**config.mk**
```make
export PLATFORM = sky130hd
export DESIGN_NAME = isp_core
export DESIGN_NICKNAME = d
export VERILOG_FILES = /design/src/design/isp_pkg.sv /design/src/design/isp_core.sv /design/src/design/isp_glitch.sv
export SDC_FILE = /design/constraint.sdc
export NUM_CORES = 1
export LEC_CHECK = 0
export ABC_AREA = 1
export BUFFER_PORTS_ARGS = -buffer_cell sky130_fd_sc_hd__buf_4
export CAP_MARGIN = 20
export CORE_MARGIN = 2
export CORE_UTILIZATION = 63
export CTS_BUF_LIST = sky130_fd_sc_hd__clkbuf_8
export CTS_CLUSTER_SIZE = 30
export DETAILED_ROUTE_END_ITERATION = 16
export GPL_TIMING_DRIVEN = 0
export HOLD_SLACK_MARGIN = 0.15
export PLACE_DENSITY = 0.87
export SLEW_MARGIN = 30
export SYNTH_ARGS = -nofsm -noshare
export SYNTH_HDL_FRONTEND = slang
export SYNTH_SLANG_ARGS = --single-unit
```
**constraint.sdc**
```tcl
create_clock -name clk_sys -period 4.4 [get_ports clk_sys]
set_input_delay 1.1 -clock clk_sys [delete_from_list [all_inputs] [get_ports clk_sys]]
set_output_delay 1.1 -clock clk_sys [all_outputs]
set_load 0.02 [all_outputs]
```
**src/design/isp_pkg.sv**
```systemverilog
// Purpose: Shared constants and types for the isolated SPI block with slow channels.
// Assumes: A 100 MHz system clock; every pin input is asynchronous to it.
// Notes:   Times are kept in their own unit, and cycle counts are derived from them.
package isp_pkg;

  // ==========================================================================
  // Clock and timing
  // ==========================================================================
  localparam int unsigned CLK_NS      = 10;
  // Widest rejected glitch width on a filtered fast path. Rounded up.
  localparam int unsigned GLITCH_NS   = 10;
  localparam int unsigned GLITCH_CYC  = (GLITCH_NS + CLK_NS - 1) / CLK_NS;
  // Width of one serial bit across the barrier.
  localparam int unsigned BIT_NS      = 200;
  localparam int unsigned BIT_CYC     = BIT_NS / CLK_NS;
  // A fast input that stays quiet this long is refreshed from the frames. Rounded up.
  localparam int unsigned REFRESH_NS  = 1200;
  localparam int unsigned REFRESH_CYC = (REFRESH_NS + CLK_NS - 1) / CLK_NS;
  // No frame for this long means the far side is dead. Rounded down.
  localparam int unsigned WDOG_NS     = 5000;
  localparam int unsigned WDOG_CYC    = WDOG_NS / CLK_NS;

  // ==========================================================================
  // Frame layout
  // ==========================================================================
  localparam int unsigned FRAME_BITS  = 6;
  localparam int unsigned SLOW_N      = 3;
  localparam int unsigned PIN_N       = 12;

  // Fast levels of the master side, in frame order.
  typedef struct packed {
    logic sel_n;
    logic mosi;
    logic sclk;
  } isp_fast_t;

  // One frame: slow levels above the fast levels.
  typedef struct packed {
    logic [SLOW_N-1:0] slow;
    isp_fast_t         fast;
  } isp_frame_t;

  // Shuttle phases, Gray coded along the round trip.
  typedef enum logic [1:0] {
    PH_S1_LOAD  = 2'b00,
    PH_S1_SHIFT = 2'b01,
    PH_S2_LOAD  = 2'b11,
    PH_S2_SHIFT = 2'b10
  } isp_phase_t;

  // Reset levels of the fast outputs: clock and data low, select idle high.
  localparam isp_fast_t FAST_RST = '{sel_n: 1'b1, mosi: 1'b0, sclk: 1'b0};

endpackage

```
**src/design/isp_core.sv**
```systemverilog
// Purpose: Isolated SPI link with four fast paths and three slow channels each way.
// Assumes: All pins are asynchronous to clk_sys; side power is seen on two pins.
// Notes:   The barrier is modelled as a serial shifter between two halves.
`timescale 1ns/1ns
module isp_core
  import isp_pkg::*;
#(
  parameter bit FILTERED = 1'b1
)
(
  // Clock and reset
  input  wire logic              clk_sys,
  input  wire logic              sys_rst,
  // Side 1, master facing
  input  wire logic              master_clk_in,
  input  wire logic              master_side_data_in,
  input  wire logic              master_side_select_in_n,
  output logic                   master_side_return_out,
  output logic                   master_side_return_oe,
  input  wire logic [SLOW_N-1:0] slow1_in,
  output logic      [SLOW_N-1:0] slow1_out,
  output logic                   slow1_oe,
  input  wire logic              side1_power_ok,
  // Side 2, slave facing
  output logic                   slave_clk_out,
  output logic                   slave_data_out,
  output logic                   slave_side_select_out_n,
  output logic                   side2_fast_oe,
  input  wire logic              slave_return_in,
  input  wire logic [SLOW_N-1:0] slow2_in,
  output logic      [SLOW_N-1:0] slow2_out,
  output logic                   slow2_oe,
  input  wire logic              side2_power_ok
);

  localparam int unsigned BW = $clog2(BIT_CYC);
  localparam int unsigned NW = $clog2(FRAME_BITS + 1);
  localparam int unsigned RW = $clog2(REFRESH_CYC + 1);
  localparam int unsigned WW = $clog2(WDOG_CYC + 1);
  localparam int ROUND_HI = 130;

  // ==========================================================================
  // Input synchronisers
  // ==========================================================================
  logic [PIN_N-1:0] meta_q;
  logic [PIN_N-1:0] sync_q;
  wire  [PIN_N-1:0] pins = {side2_power_ok, side1_power_ok, slow2_in, slow1_in,
                            master_side_select_in_n, slave_return_in,
                            master_side_data_in, master_clk_in};

  // Two flops on every pin; only the second stage is read below.
  always_ff @(posedge clk_sys or posedge sys_rst)
  begin
    if (sys_rst)
    begin
      meta_q <= 12'h800 | 12'h400 | 12'h008;
      sync_q <= 12'h800 | 12'h400 | 12'h008;
    end
    else
    begin
      meta_q <= pins;
      sync_q <= meta_q;
    end
  end

  wire              pwr1_s  = sync_q[10];
  wire              pwr2_s  = sync_q[11];
  wire [SLOW_N-1:0] slow1_s = sync_q[6:4];
  wire [SLOW_N-1:0] slow2_s = sync_q[9:7];

  // ==========================================================================
  // Fast path filters
  // ==========================================================================
  logic [3:0] filt;

  // Clock, master data and return data are filtered only in the noise-immune
  // grade; without it a sub-cycle glitch may drop its second edge, and the
  // wrong level then stands until the next edge or a refresh.
  // Select is filtered in every grade because slaves act on its edges.
  genvar gi;
  generate
    for (gi = 0; gi < 4; gi++)
    begin : g_fast
      isp_glitch #(
        .STABLE (GLITCH_CYC + 1),
        .ENABLE (FILTERED || (gi == 3)),
        .INIT   (gi == 3)
      ) u_filt (
        .clk_sys (clk_sys),
        .sys_rst (sys_rst),
        .din     (sync_q[gi]),
        .dout    (filt[gi])
      );
    end
  endgenerate

  wire isp_fast_t m_fast = '{sel_n: filt[3], mosi: filt[1], sclk: filt[0]};
  wire            s_ret  = filt[2];

  // ==========================================================================
  // Frame shuttle
  // ==========================================================================
  isp_phase_t      phase_q;
  isp_phase_t      phase_d;
  logic [BW-1:0]   tick_q;
  logic [NW-1:0]   bits_q;
  isp_frame_t      tx_q;
  isp_frame_t      rx_q;
  logic            tx_live_q;
  logic            done12_q;
  logic            done21_q;

  wire tick      = (tick_q == BW'(BIT_CYC - 1));
  wire shifting  = (phase_q == PH_S1_SHIFT) || (phase_q == PH_S2_SHIFT);
  wire last_bit  = shifting && tick && (bits_q == NW'(FRAME_BITS - 1));
  wire load      = (phase_q == PH_S1_LOAD) || (phase_q == PH_S2_LOAD);
  wire load_s1   = (phase_q == PH_S1_LOAD);
  wire send_ok   = load_s1 ? pwr1_s : pwr2_s;
  wire isp_frame_t sample1 = '{slow: slow1_s, fast: m_fast};
  wire isp_frame_t sample2 = '{slow: slow2_s, fast: '{sel_n: 1'b0, mosi: 1'b0, sclk: s_ret}};

  // Side 1 sends, then side 2 answers, then round again.
  always_comb
  begin
    phase_d = phase_q;
    unique case (phase_q)
      PH_S1_LOAD:  phase_d = PH_S1_SHIFT;
      PH_S1_SHIFT: phase_d = last_bit ? PH_S2_LOAD : PH_S1_SHIFT;
      PH_S2_LOAD:  phase_d = PH_S2_SHIFT;
      PH_S2_SHIFT: phase_d = last_bit ? PH_S1_LOAD : PH_S2_SHIFT;
    endcase
  end

  // The bit timer free-runs regardless of input activity, so a slow edge
  // waits up to a full round for its sample.
  always_ff @(posedge clk_sys or posedge sys_rst)
  begin
    if (sys_rst)
    begin
      phase_q <= PH_S1_LOAD;
      tick_q  <= '0;
      bits_q  <= '0;
    end
    else
    begin
      phase_q <= phase_d;
      tick_q  <= (load || tick) ? '0 : tick_q + BW'(1);
      bits_q  <= load ? '0 : (tick ? bits_q + NW'(1) : bits_q);
    end
  end

  // All inputs of the sending side are caught in one cycle, so edges between
  // samples travel together and close edges are spread by whole rounds; order
  // is lost only inside one sample gap, and pulses shorter than a round may
  // never be seen.
  always_ff @(posedge clk_sys or posedge sys_rst)
  begin
    if (sys_rst)
    begin
      tx_q      <= '0;
      rx_q      <= '0;
      tx_live_q <= 1'b0;
      done12_q  <= 1'b0;
      done21_q  <= 1'b0;
    end
    else
    begin
      // A dead side sends nothing, which is what the far watchdog sees.
      tx_live_q <= load ? send_ok : tx_live_q;
      if (load)
        tx_q <= load_s1 ? sample1 : sample2;
      else if (shifting && tick)
        tx_q <= {1'b0, tx_q[FRAME_BITS-1:1]};
      if (shifting && tick)
        rx_q <= {tx_q[0], rx_q[FRAME_BITS-1:1]};
      done12_q <= last_bit && (phase_q == PH_S1_SHIFT) && tx_live_q;
      done21_q <= last_bit && (phase_q == PH_S2_SHIFT) && tx_live_q;
    end
  end

  // ==========================================================================
  // Quiet detectors for refresh
  // ==========================================================================
  isp_fast_t     m_prev_q;
  logic          r_prev_q;
  logic [RW-1:0] idle12_q;
  logic [RW-1:0] idle21_q;

  wire m_edge   = (m_fast != m_prev_q);
  wire r_edge   = (s_ret != r_prev_q);
  wire quiet12  = (idle12_q == RW'(REFRESH_CYC));
  wire quiet21  = (idle21_q == RW'(REFRESH_CYC));

  // Frame levels may only repair an output once its input has been quiet
  // long enough that the frame cannot be older than the last edge.
  always_ff @(posedge clk_sys or posedge sys_rst)
  begin
    if (sys_rst)
    begin
      m_prev_q <= FAST_RST;
      r_prev_q <= 1'b0;
      idle12_q <= '0;
      idle21_q <= '0;
    end
    else
    begin
      m_prev_q <= m_fast;
      r_prev_q <= s_ret;
      idle12_q <= m_edge ? '0 : (quiet12 ? idle12_q : idle12_q + RW'(1));
      idle21_q <= r_edge ? '0 : (quiet21 ? idle21_q : idle21_q + RW'(1));
    end
  end

  // ==========================================================================
  // Fast outputs
  // ==========================================================================
  isp_fast_t s_out_q;
  logic      ret_q;

  // Each edge passes straight on, with no reference to the serial clock, so
  // every clock mode goes through untouched. A received frame only repairs a
  // level that has gone wrong.
  wire isp_fast_t s_out_d = m_edge ? m_fast :
                           ((done12_q && quiet12) ? rx_q.fast : s_out_q);
  wire            ret_d   = r_edge ? s_ret :
                           ((done21_q && quiet21) ? rx_q.fast.sclk : ret_q);

  always_ff @(posedge clk_sys or posedge sys_rst)
  begin
    if (sys_rst)
    begin
      s_out_q <= FAST_RST;
      ret_q   <= 1'b0;
    end
    else
    begin
      s_out_q <= s_out_d;
      ret_q   <= ret_d;
    end
  end

  assign slave_clk_out           = s_out_q.sclk;
  assign slave_data_out          = s_out_q.mosi;
  assign slave_side_select_out_n = s_out_q.sel_n;
  assign master_side_return_out  = ret_q;

  // ==========================================================================
  // Slow outputs
  // ==========================================================================
  logic [SLOW_N-1:0] slow1_q;
  logic [SLOW_N-1:0] slow2_q;

  // Each side takes all its slow bits from one frame in one cycle and keeps
  // them until the next frame.
  always_ff @(posedge clk_sys or posedge sys_rst)
  begin
    if (sys_rst)
    begin
      slow1_q <= '0;
      slow2_q <= '0;
    end
    else
    begin
      slow2_q <= done12_q ? rx_q.slow : slow2_q;
      slow1_q <= done21_q ? rx_q.slow : slow1_q;
    end
  end

  assign slow1_out = slow1_q;
  assign slow2_out = slow2_q;

  // ==========================================================================
  // Watchdogs
  // ==========================================================================
  logic [WW-1:0] wd1_q;
  logic [WW-1:0] wd2_q;
  logic          oe1_q;
  logic          oe2_q;

  wire wd1_out = (wd1_q == WW'(WDOG_CYC));
  wire wd2_out = (wd2_q == WW'(WDOG_CYC));

  // A side that hears no frame for the timeout releases its outputs; one good
  // frame brings them back. The return line is otherwise always driven, even
  // with select idle, so it cannot be wired-or with others.
  always_ff @(posedge clk_sys or posedge sys_rst)
  begin
    if (sys_rst)
    begin
      wd1_q <= '0;
      wd2_q <= '0;
      oe1_q <= 1'b1;
      oe2_q <= 1'b1;
    end
    else
    begin
      wd1_q <= done21_q ? '0 : (wd1_out ? wd1_q : wd1_q + WW'(1));
      wd2_q <= done12_q ? '0 : (wd2_out ? wd2_q : wd2_q + WW'(1));
      oe1_q <= !wd1_out;
      oe2_q <= !wd2_out;
    end
  end

  assign master_side_return_oe = oe1_q;
  assign slow1_oe              = oe1_q;
  assign side2_fast_oe         = oe2_q;
  assign slow2_oe              = oe2_q;

  // ==========================================================================
  // Assertions
  // ==========================================================================
  fast_pass_a: assert property (@(posedge clk_sys) disable iff (sys_rst)
    $changed(m_fast.sclk) |=> (slave_clk_out == $past(m_fast.sclk)))
    else $error("Serial clock edge did not reach the slave side.");

  sel_filter_a: assert property (@(posedge clk_sys) disable iff (sys_rst)
    $changed(slave_side_select_out_n) |->
      ($past(sync_q[3], 2) == $past(sync_q[3], 3)))
    else $error("Select output moved on an unsettled input.");

  return_drive_a: assert property (@(posedge clk_sys) disable iff (sys_rst)
    (!wd1_out && !$past(wd1_out)) |-> master_side_return_oe)
    else $error("Return line released while frames arrive.");

  slow_hold_a: assert property (@(posedge clk_sys) disable iff (sys_rst)
    $changed(slow2_out) |-> $past(done12_q))
    else $error("Slow output changed without a frame.");

  slow_group_a: assert property (@(posedge clk_sys) disable iff (sys_rst)
    done21_q |=> (slow1_out == $past(rx_q.slow)))
    else $error("Slow outputs not taken together from the frame.");

  dir_alt_a: assert property (@(posedge clk_sys) disable iff (sys_rst)
    (phase_q == PH_S1_SHIFT && last_bit) |=> (phase_q == PH_S2_LOAD) ##1
      (phase_q == PH_S2_SHIFT))
    else $error("Direction did not turn after a frame.");

  round_a: assert property (@(posedge clk_sys) disable iff (sys_rst)
    done12_q |-> ##[1:ROUND_HI] (phase_q == PH_S1_LOAD))
    else $error("Next sample did not come within one round.");

  sample_a: assert property (@(posedge clk_sys) disable iff (sys_rst)
    load_s1 |=> (tx_q == $past(sample1)))
    else $error("Frame not built from one sample.");

  watchdog_a: assert property (@(posedge clk_sys) disable iff (sys_rst)
    wd2_out |=> !slow2_oe && !side2_fast_oe)
    else $error("Watchdog timeout left side 2 driven.");

endmodule

```
**src/design/isp_glitch.sv**
```systemverilog
// Purpose: Glitch filter for one synchronised fast path.
// Assumes: The input is already in the clk_sys domain.
// Notes:   With ENABLE low the path is a plain wire and adds no latency.
`timescale 1ns/1ns
module isp_glitch
  import isp_pkg::*;
#(
  parameter int unsigned STABLE = 2,
  parameter bit          ENABLE = 1'b1,
  parameter bit          INIT   = 1'b0
)
(
  // Clock and reset
  input  wire logic clk_sys,
  input  wire logic sys_rst,
  // Data
  input  wire logic din,
  output logic      dout
);

  localparam int unsigned CW = $clog2(STABLE + 1);

  // ==========================================================================
  // Filter
  // ==========================================================================
  generate
    if (ENABLE)
    begin : g_filt
      logic [CW-1:0] cnt_q;
      logic          lvl_q;
      wire           differs = (din != lvl_q);
      wire           settled = (cnt_q == CW'(STABLE - 1));

      // A new level is taken only after it has held STABLE cycles, so a pulse
      // shorter than that never leaves the filter. The price is that latency.
      always_ff @(posedge clk_sys or posedge sys_rst)
      begin
        if (sys_rst)
        begin
          cnt_q <= '0;
          lvl_q <= INIT;
        end
        else
        begin
          cnt_q <= (differs && !settled) ? cnt_q + CW'(1) : '0;
          lvl_q <= (differs && settled) ? din : lvl_q;
        end
      end
      assign dout = lvl_q;
    end
    else
    begin : g_pass
      assign dout = din;
    end
  endgenerate

endmodule

```
==> reports/metrics.yaml <==
drt:
  detail_route.drc_violations: 0
  final_antenna_net_count: 0
  via_count: 3153
  avgRoutedWirePerCell_um: 12.2
  first_iter_violations: 164
  viasPerCell: 5.21
  routed_wl_mm: 7.40
  drt_first_pass_iters: 4
critical_path:
  cp_common_cell: "sky130_fd_sc_hd__buf_4"
  cp_data_arrival_time_ns: 1.11
  path_cells: "buf_4 -> buf_4"
  slowest_stage: "sky130_fd_sc_hd__dfstp_2"
  startpoint_type: "register"
  crit_fanout: 2
  cp_data_required_time_ns: 3.30
  path_class: "register to output port"
  worst_setup_path_end_kind: "output port"
  cpPeakStageDelay_ns: 0.54
sta:
  fmaxAchievable_mhz: 452
  timing.final.crit_period_ns: 2.21
  setup_violations: 0
  part_of_the_cycle_the_worst_path_needs_pct: 50.3
  final_hold_vio_count: 0
  unrepaired_setup_endpoints_after_global_routing: "false"
  maxSlewHeadroom_pct: 74.0
  timing.final.max_slew_violations: 0
  worst_slack_ns: 2.19
  final_setup_skew_ns: 0.00801
  worst-slew-pin-transition_ns: 0.390
clocking:
  cts.sinks: 109
  postCtsResizedCells: 0
  hold_buffers: 0
  clk_root_buffer_cell: "sky130_fd_sc_hd__clkbuf_8"
  worst_skew_pair.late_latency_ns: 0.36
  reg_clk_slew_reported_paths_ns: 0.10
  cts_max_level: 3
  cts-buffers-inserted: 9
  clk_path_buf_depth: 2
  post-cts-setup-buffer-count: 0
  tritoncts: "done"
synth:
  synthesis.area_um2: 4700
  synth_most_common_cell: "sky130_fd_sc_hd__dfrtp_1"
  synthTopCellsByArea: "sky130_fd_sc_hd__dfrtp_1, sky130_fd_sc_hd__dfstp_2, sky130_fd_sc_hd__nand2_1, sky130_fd_sc_hd__ha_1, sky130_fd_sc_hd__inv_1"
  synth_largest_type_area_fraction_pct: 52.2
  syn-mean-instance-area_um2: 10.2
  synth_edf_count: 0
  synth_cells: 462
  synth-seq-area-share_pct: 58.3
  synth.cells.most_frequent: "sky130_fd_sc_hd__dfrtp_1, sky130_fd_sc_hd__nand2_1, sky130_fd_sc_hd__inv_1"
  synthDominantAreaCellType: "sky130_fd_sc_hd__dfrtp_1"
  ys.flop_type: "sky130_fd_sc_hd__dfrtp_1"
  post_synthesis_async_set_or_reset_flop_share_pct: 100
  netlist-cell-type-count: 40
  syn_nets: 495
  ys_seq_elements: 109
  synthesis.yosys.warnings: 0
power:
  power_density_nw_per_um2: 438
  worst_ir_drop_vdd_mv: 0.374
  totalPowerFinal_uw: 2300
  power.static_leakage_uw: 0.00254
cells_and_area:
  layout.core_utilization_pct: 72.4
  finish.net_count: 534
  fin_area_um2: 5250
  diodes: 0
  finalNonFillerCells: 605
  syn2layout_area_growth_pct: 11.7
  post_route_cells_drive_above_1_share_pct: 20.8
placement:
  dp_worst_setup_slack_ns: 2.57
  gp_congestion: 0.779
  dp_hpwl_mm: 5.38
  placed_area_um2: 5060
  io_buffer_count: 27
  inst_count_dp: 589
grt:
  gr-usage-all-layers_pct: 20.3
  vias_in_the_first_global_route: 3142
  grt_start_max_net_pins: 75
  grt_first_pass_wirelength_mm: 13.8
  number_of_antenna_violations_at_the_first_check_in_global_routing: 0
  global_route.overflow_total: 0
floorplanning:
  floorplan.die.width_um: 90.4
  rows: 31
  fp.dieArea_um2: 8170
  ios: 28
  initial_utilization_pct: 64.8
  core_area_um2: 7250
  die_height_um: 90.4
job:
  maxCapViolCount: 0
status:
  status: "finished, final reports clean"
min_path:
  holdCritPathClass: "register to register"
-- stage by stage --
| stage | hold slack, ns | TNS [ns] |
|---|---|---|
| final | 0.357 | 0 |
| after floorplan | 0.331 | 0 |
| after global routing | 0.367 | 0 |
| after detailed placement | 0.335 | 0 |
| after global placement | 0.331 | -57.73 |
| after CTS | 0.360 | 0 |
-- worst paths after layout --
path,depth (start not counted),slack [ns],end,startpoint
setup / recovery,2,2.19,slow2_oe,side2_fast_oe$_DFF_PP1_
hold / removal,0,0.36,sync_q[7]$_DFF_PP0_,meta_q[7]$_DFF_PP0_
setup reg to reg,7,2.78,register,register
hold reg to reg,0,0.36,sync_q[7]$_DFF_PP0_,meta_q[7]$_DFF_PP0_
max in group asynchronous,3,3.01,sync_q[10]$_DFF_PP1_,sys_rst
min in group asynchronous,2,0.71,wd1_q[4]$_DFFE_PP0P_,sys_rst
-- per-layer routing --
layer	GRT usage (%)	vias up	part of all wire [%]
li1	-	1572	-
met1	25.8	1527	44
met2	36.0	50	52
met3	4.51	4	3.2
met4	4.49	0	0.51
met5	0	-	0
-- state kept, by name, indices dropped and copies added (netlist names), 3 cells and up, named ones only --
| signal | flops |
|---|---|
| sync_q | 12 |
| tx_q | 6 |
| rx_q | 6 |
| tick_q | 5 |
| g_fast.u_filt.g_filt.cnt_q | 8 |
| meta_q | 12 |
| idle12_q | 7 |
| m_prev_q | 3 |
| bits_q | 3 |
| g_fast.u_filt.dout | 4 |
| wd1_q | 9 |
| slow2_out | 3 |
| idle21_q | 7 |
| slow1_out | 3 |
| wd2_q | 9 |
-- worst max-delay path, delay by kind of cell, from the launching register on --
| kind | cells | cell delay (ns) |
|---|---|---|
| flops | 1 | 0.54 |
| buf+inv | 2 | 0.21 |
-- power breakdown --
part	switching, uW	internal (uW)
registers	88.1	1130
logic	315	192
clock network	342	232
-- placed cells by master, fill, tap and decap left out, types with 2 or more instances in the layout --
cell,count
sky130_fd_sc_hd__dfstp_2,11
sky130_fd_sc_hd__nor3b_2,2
sky130_fd_sc_hd__o21ai_0,35
sky130_fd_sc_hd__nand2_1,77
sky130_fd_sc_hd__nand3_1,26
sky130_fd_sc_hd__buf_4,29
sky130_fd_sc_hd__a31oi_1,3
sky130_fd_sc_hd__ha_1,19
sky130_fd_sc_hd__nor2_2,4
sky130_fd_sc_hd__o21ai_2,4
sky130_fd_sc_hd__clkinvlp_4,2
sky130_fd_sc_hd__xor2_1,8
sky130_fd_sc_hd__or2_4,2
sky130_fd_sc_hd__buf_2,2
sky130_fd_sc_hd__nor2_1,45
sky130_fd_sc_hd__xnor2_1,4
sky130_fd_sc_hd__and3_1,2
sky130_fd_sc_hd__inv_6,4
sky130_fd_sc_hd__o211ai_1,2
sky130_fd_sc_hd__nand2_2,12
sky130_fd_sc_hd__dfrtp_1,98
sky130_fd_sc_hd__nand4_1,8
sky130_fd_sc_hd__a21oi_1,16
sky130_fd_sc_hd__inv_2,3
sky130_fd_sc_hd__inv_1,50
sky130_fd_sc_hd__o31ai_1,2
sky130_fd_sc_hd__nand3_4,3
sky130_fd_sc_hd__nand3_2,5
sky130_fd_sc_hd__nor3_2,3
sky130_fd_sc_hd__clkbuf_8,10
-- kinds of logic after synthesis --
kind of cell / share of synthesized area [%]
adders and majority gates: 5.06
DFF: 58.3
AOI/OAI and AO/OA: 7.61
xor gates and xnor gates: 2.24
buffers and inverters: 5.48
and+or+nand+nor: 21.3
-- cell type report --
cell class | instances | area [um^2]
Sequential cell | 109 | 2740
Fill cell | 520 | 2000
Multi-Input combinational cell | 292 | 1700
Timing Repair Buffer | 28 | 230
Inverter | 55 | 214
Clock buffer | 10 | 138
Tap cell | 99 | 124
Clock inverter | 6 | 52.6
Buffer | 6 | 48.8
Power figures use the tool's default switching activity.
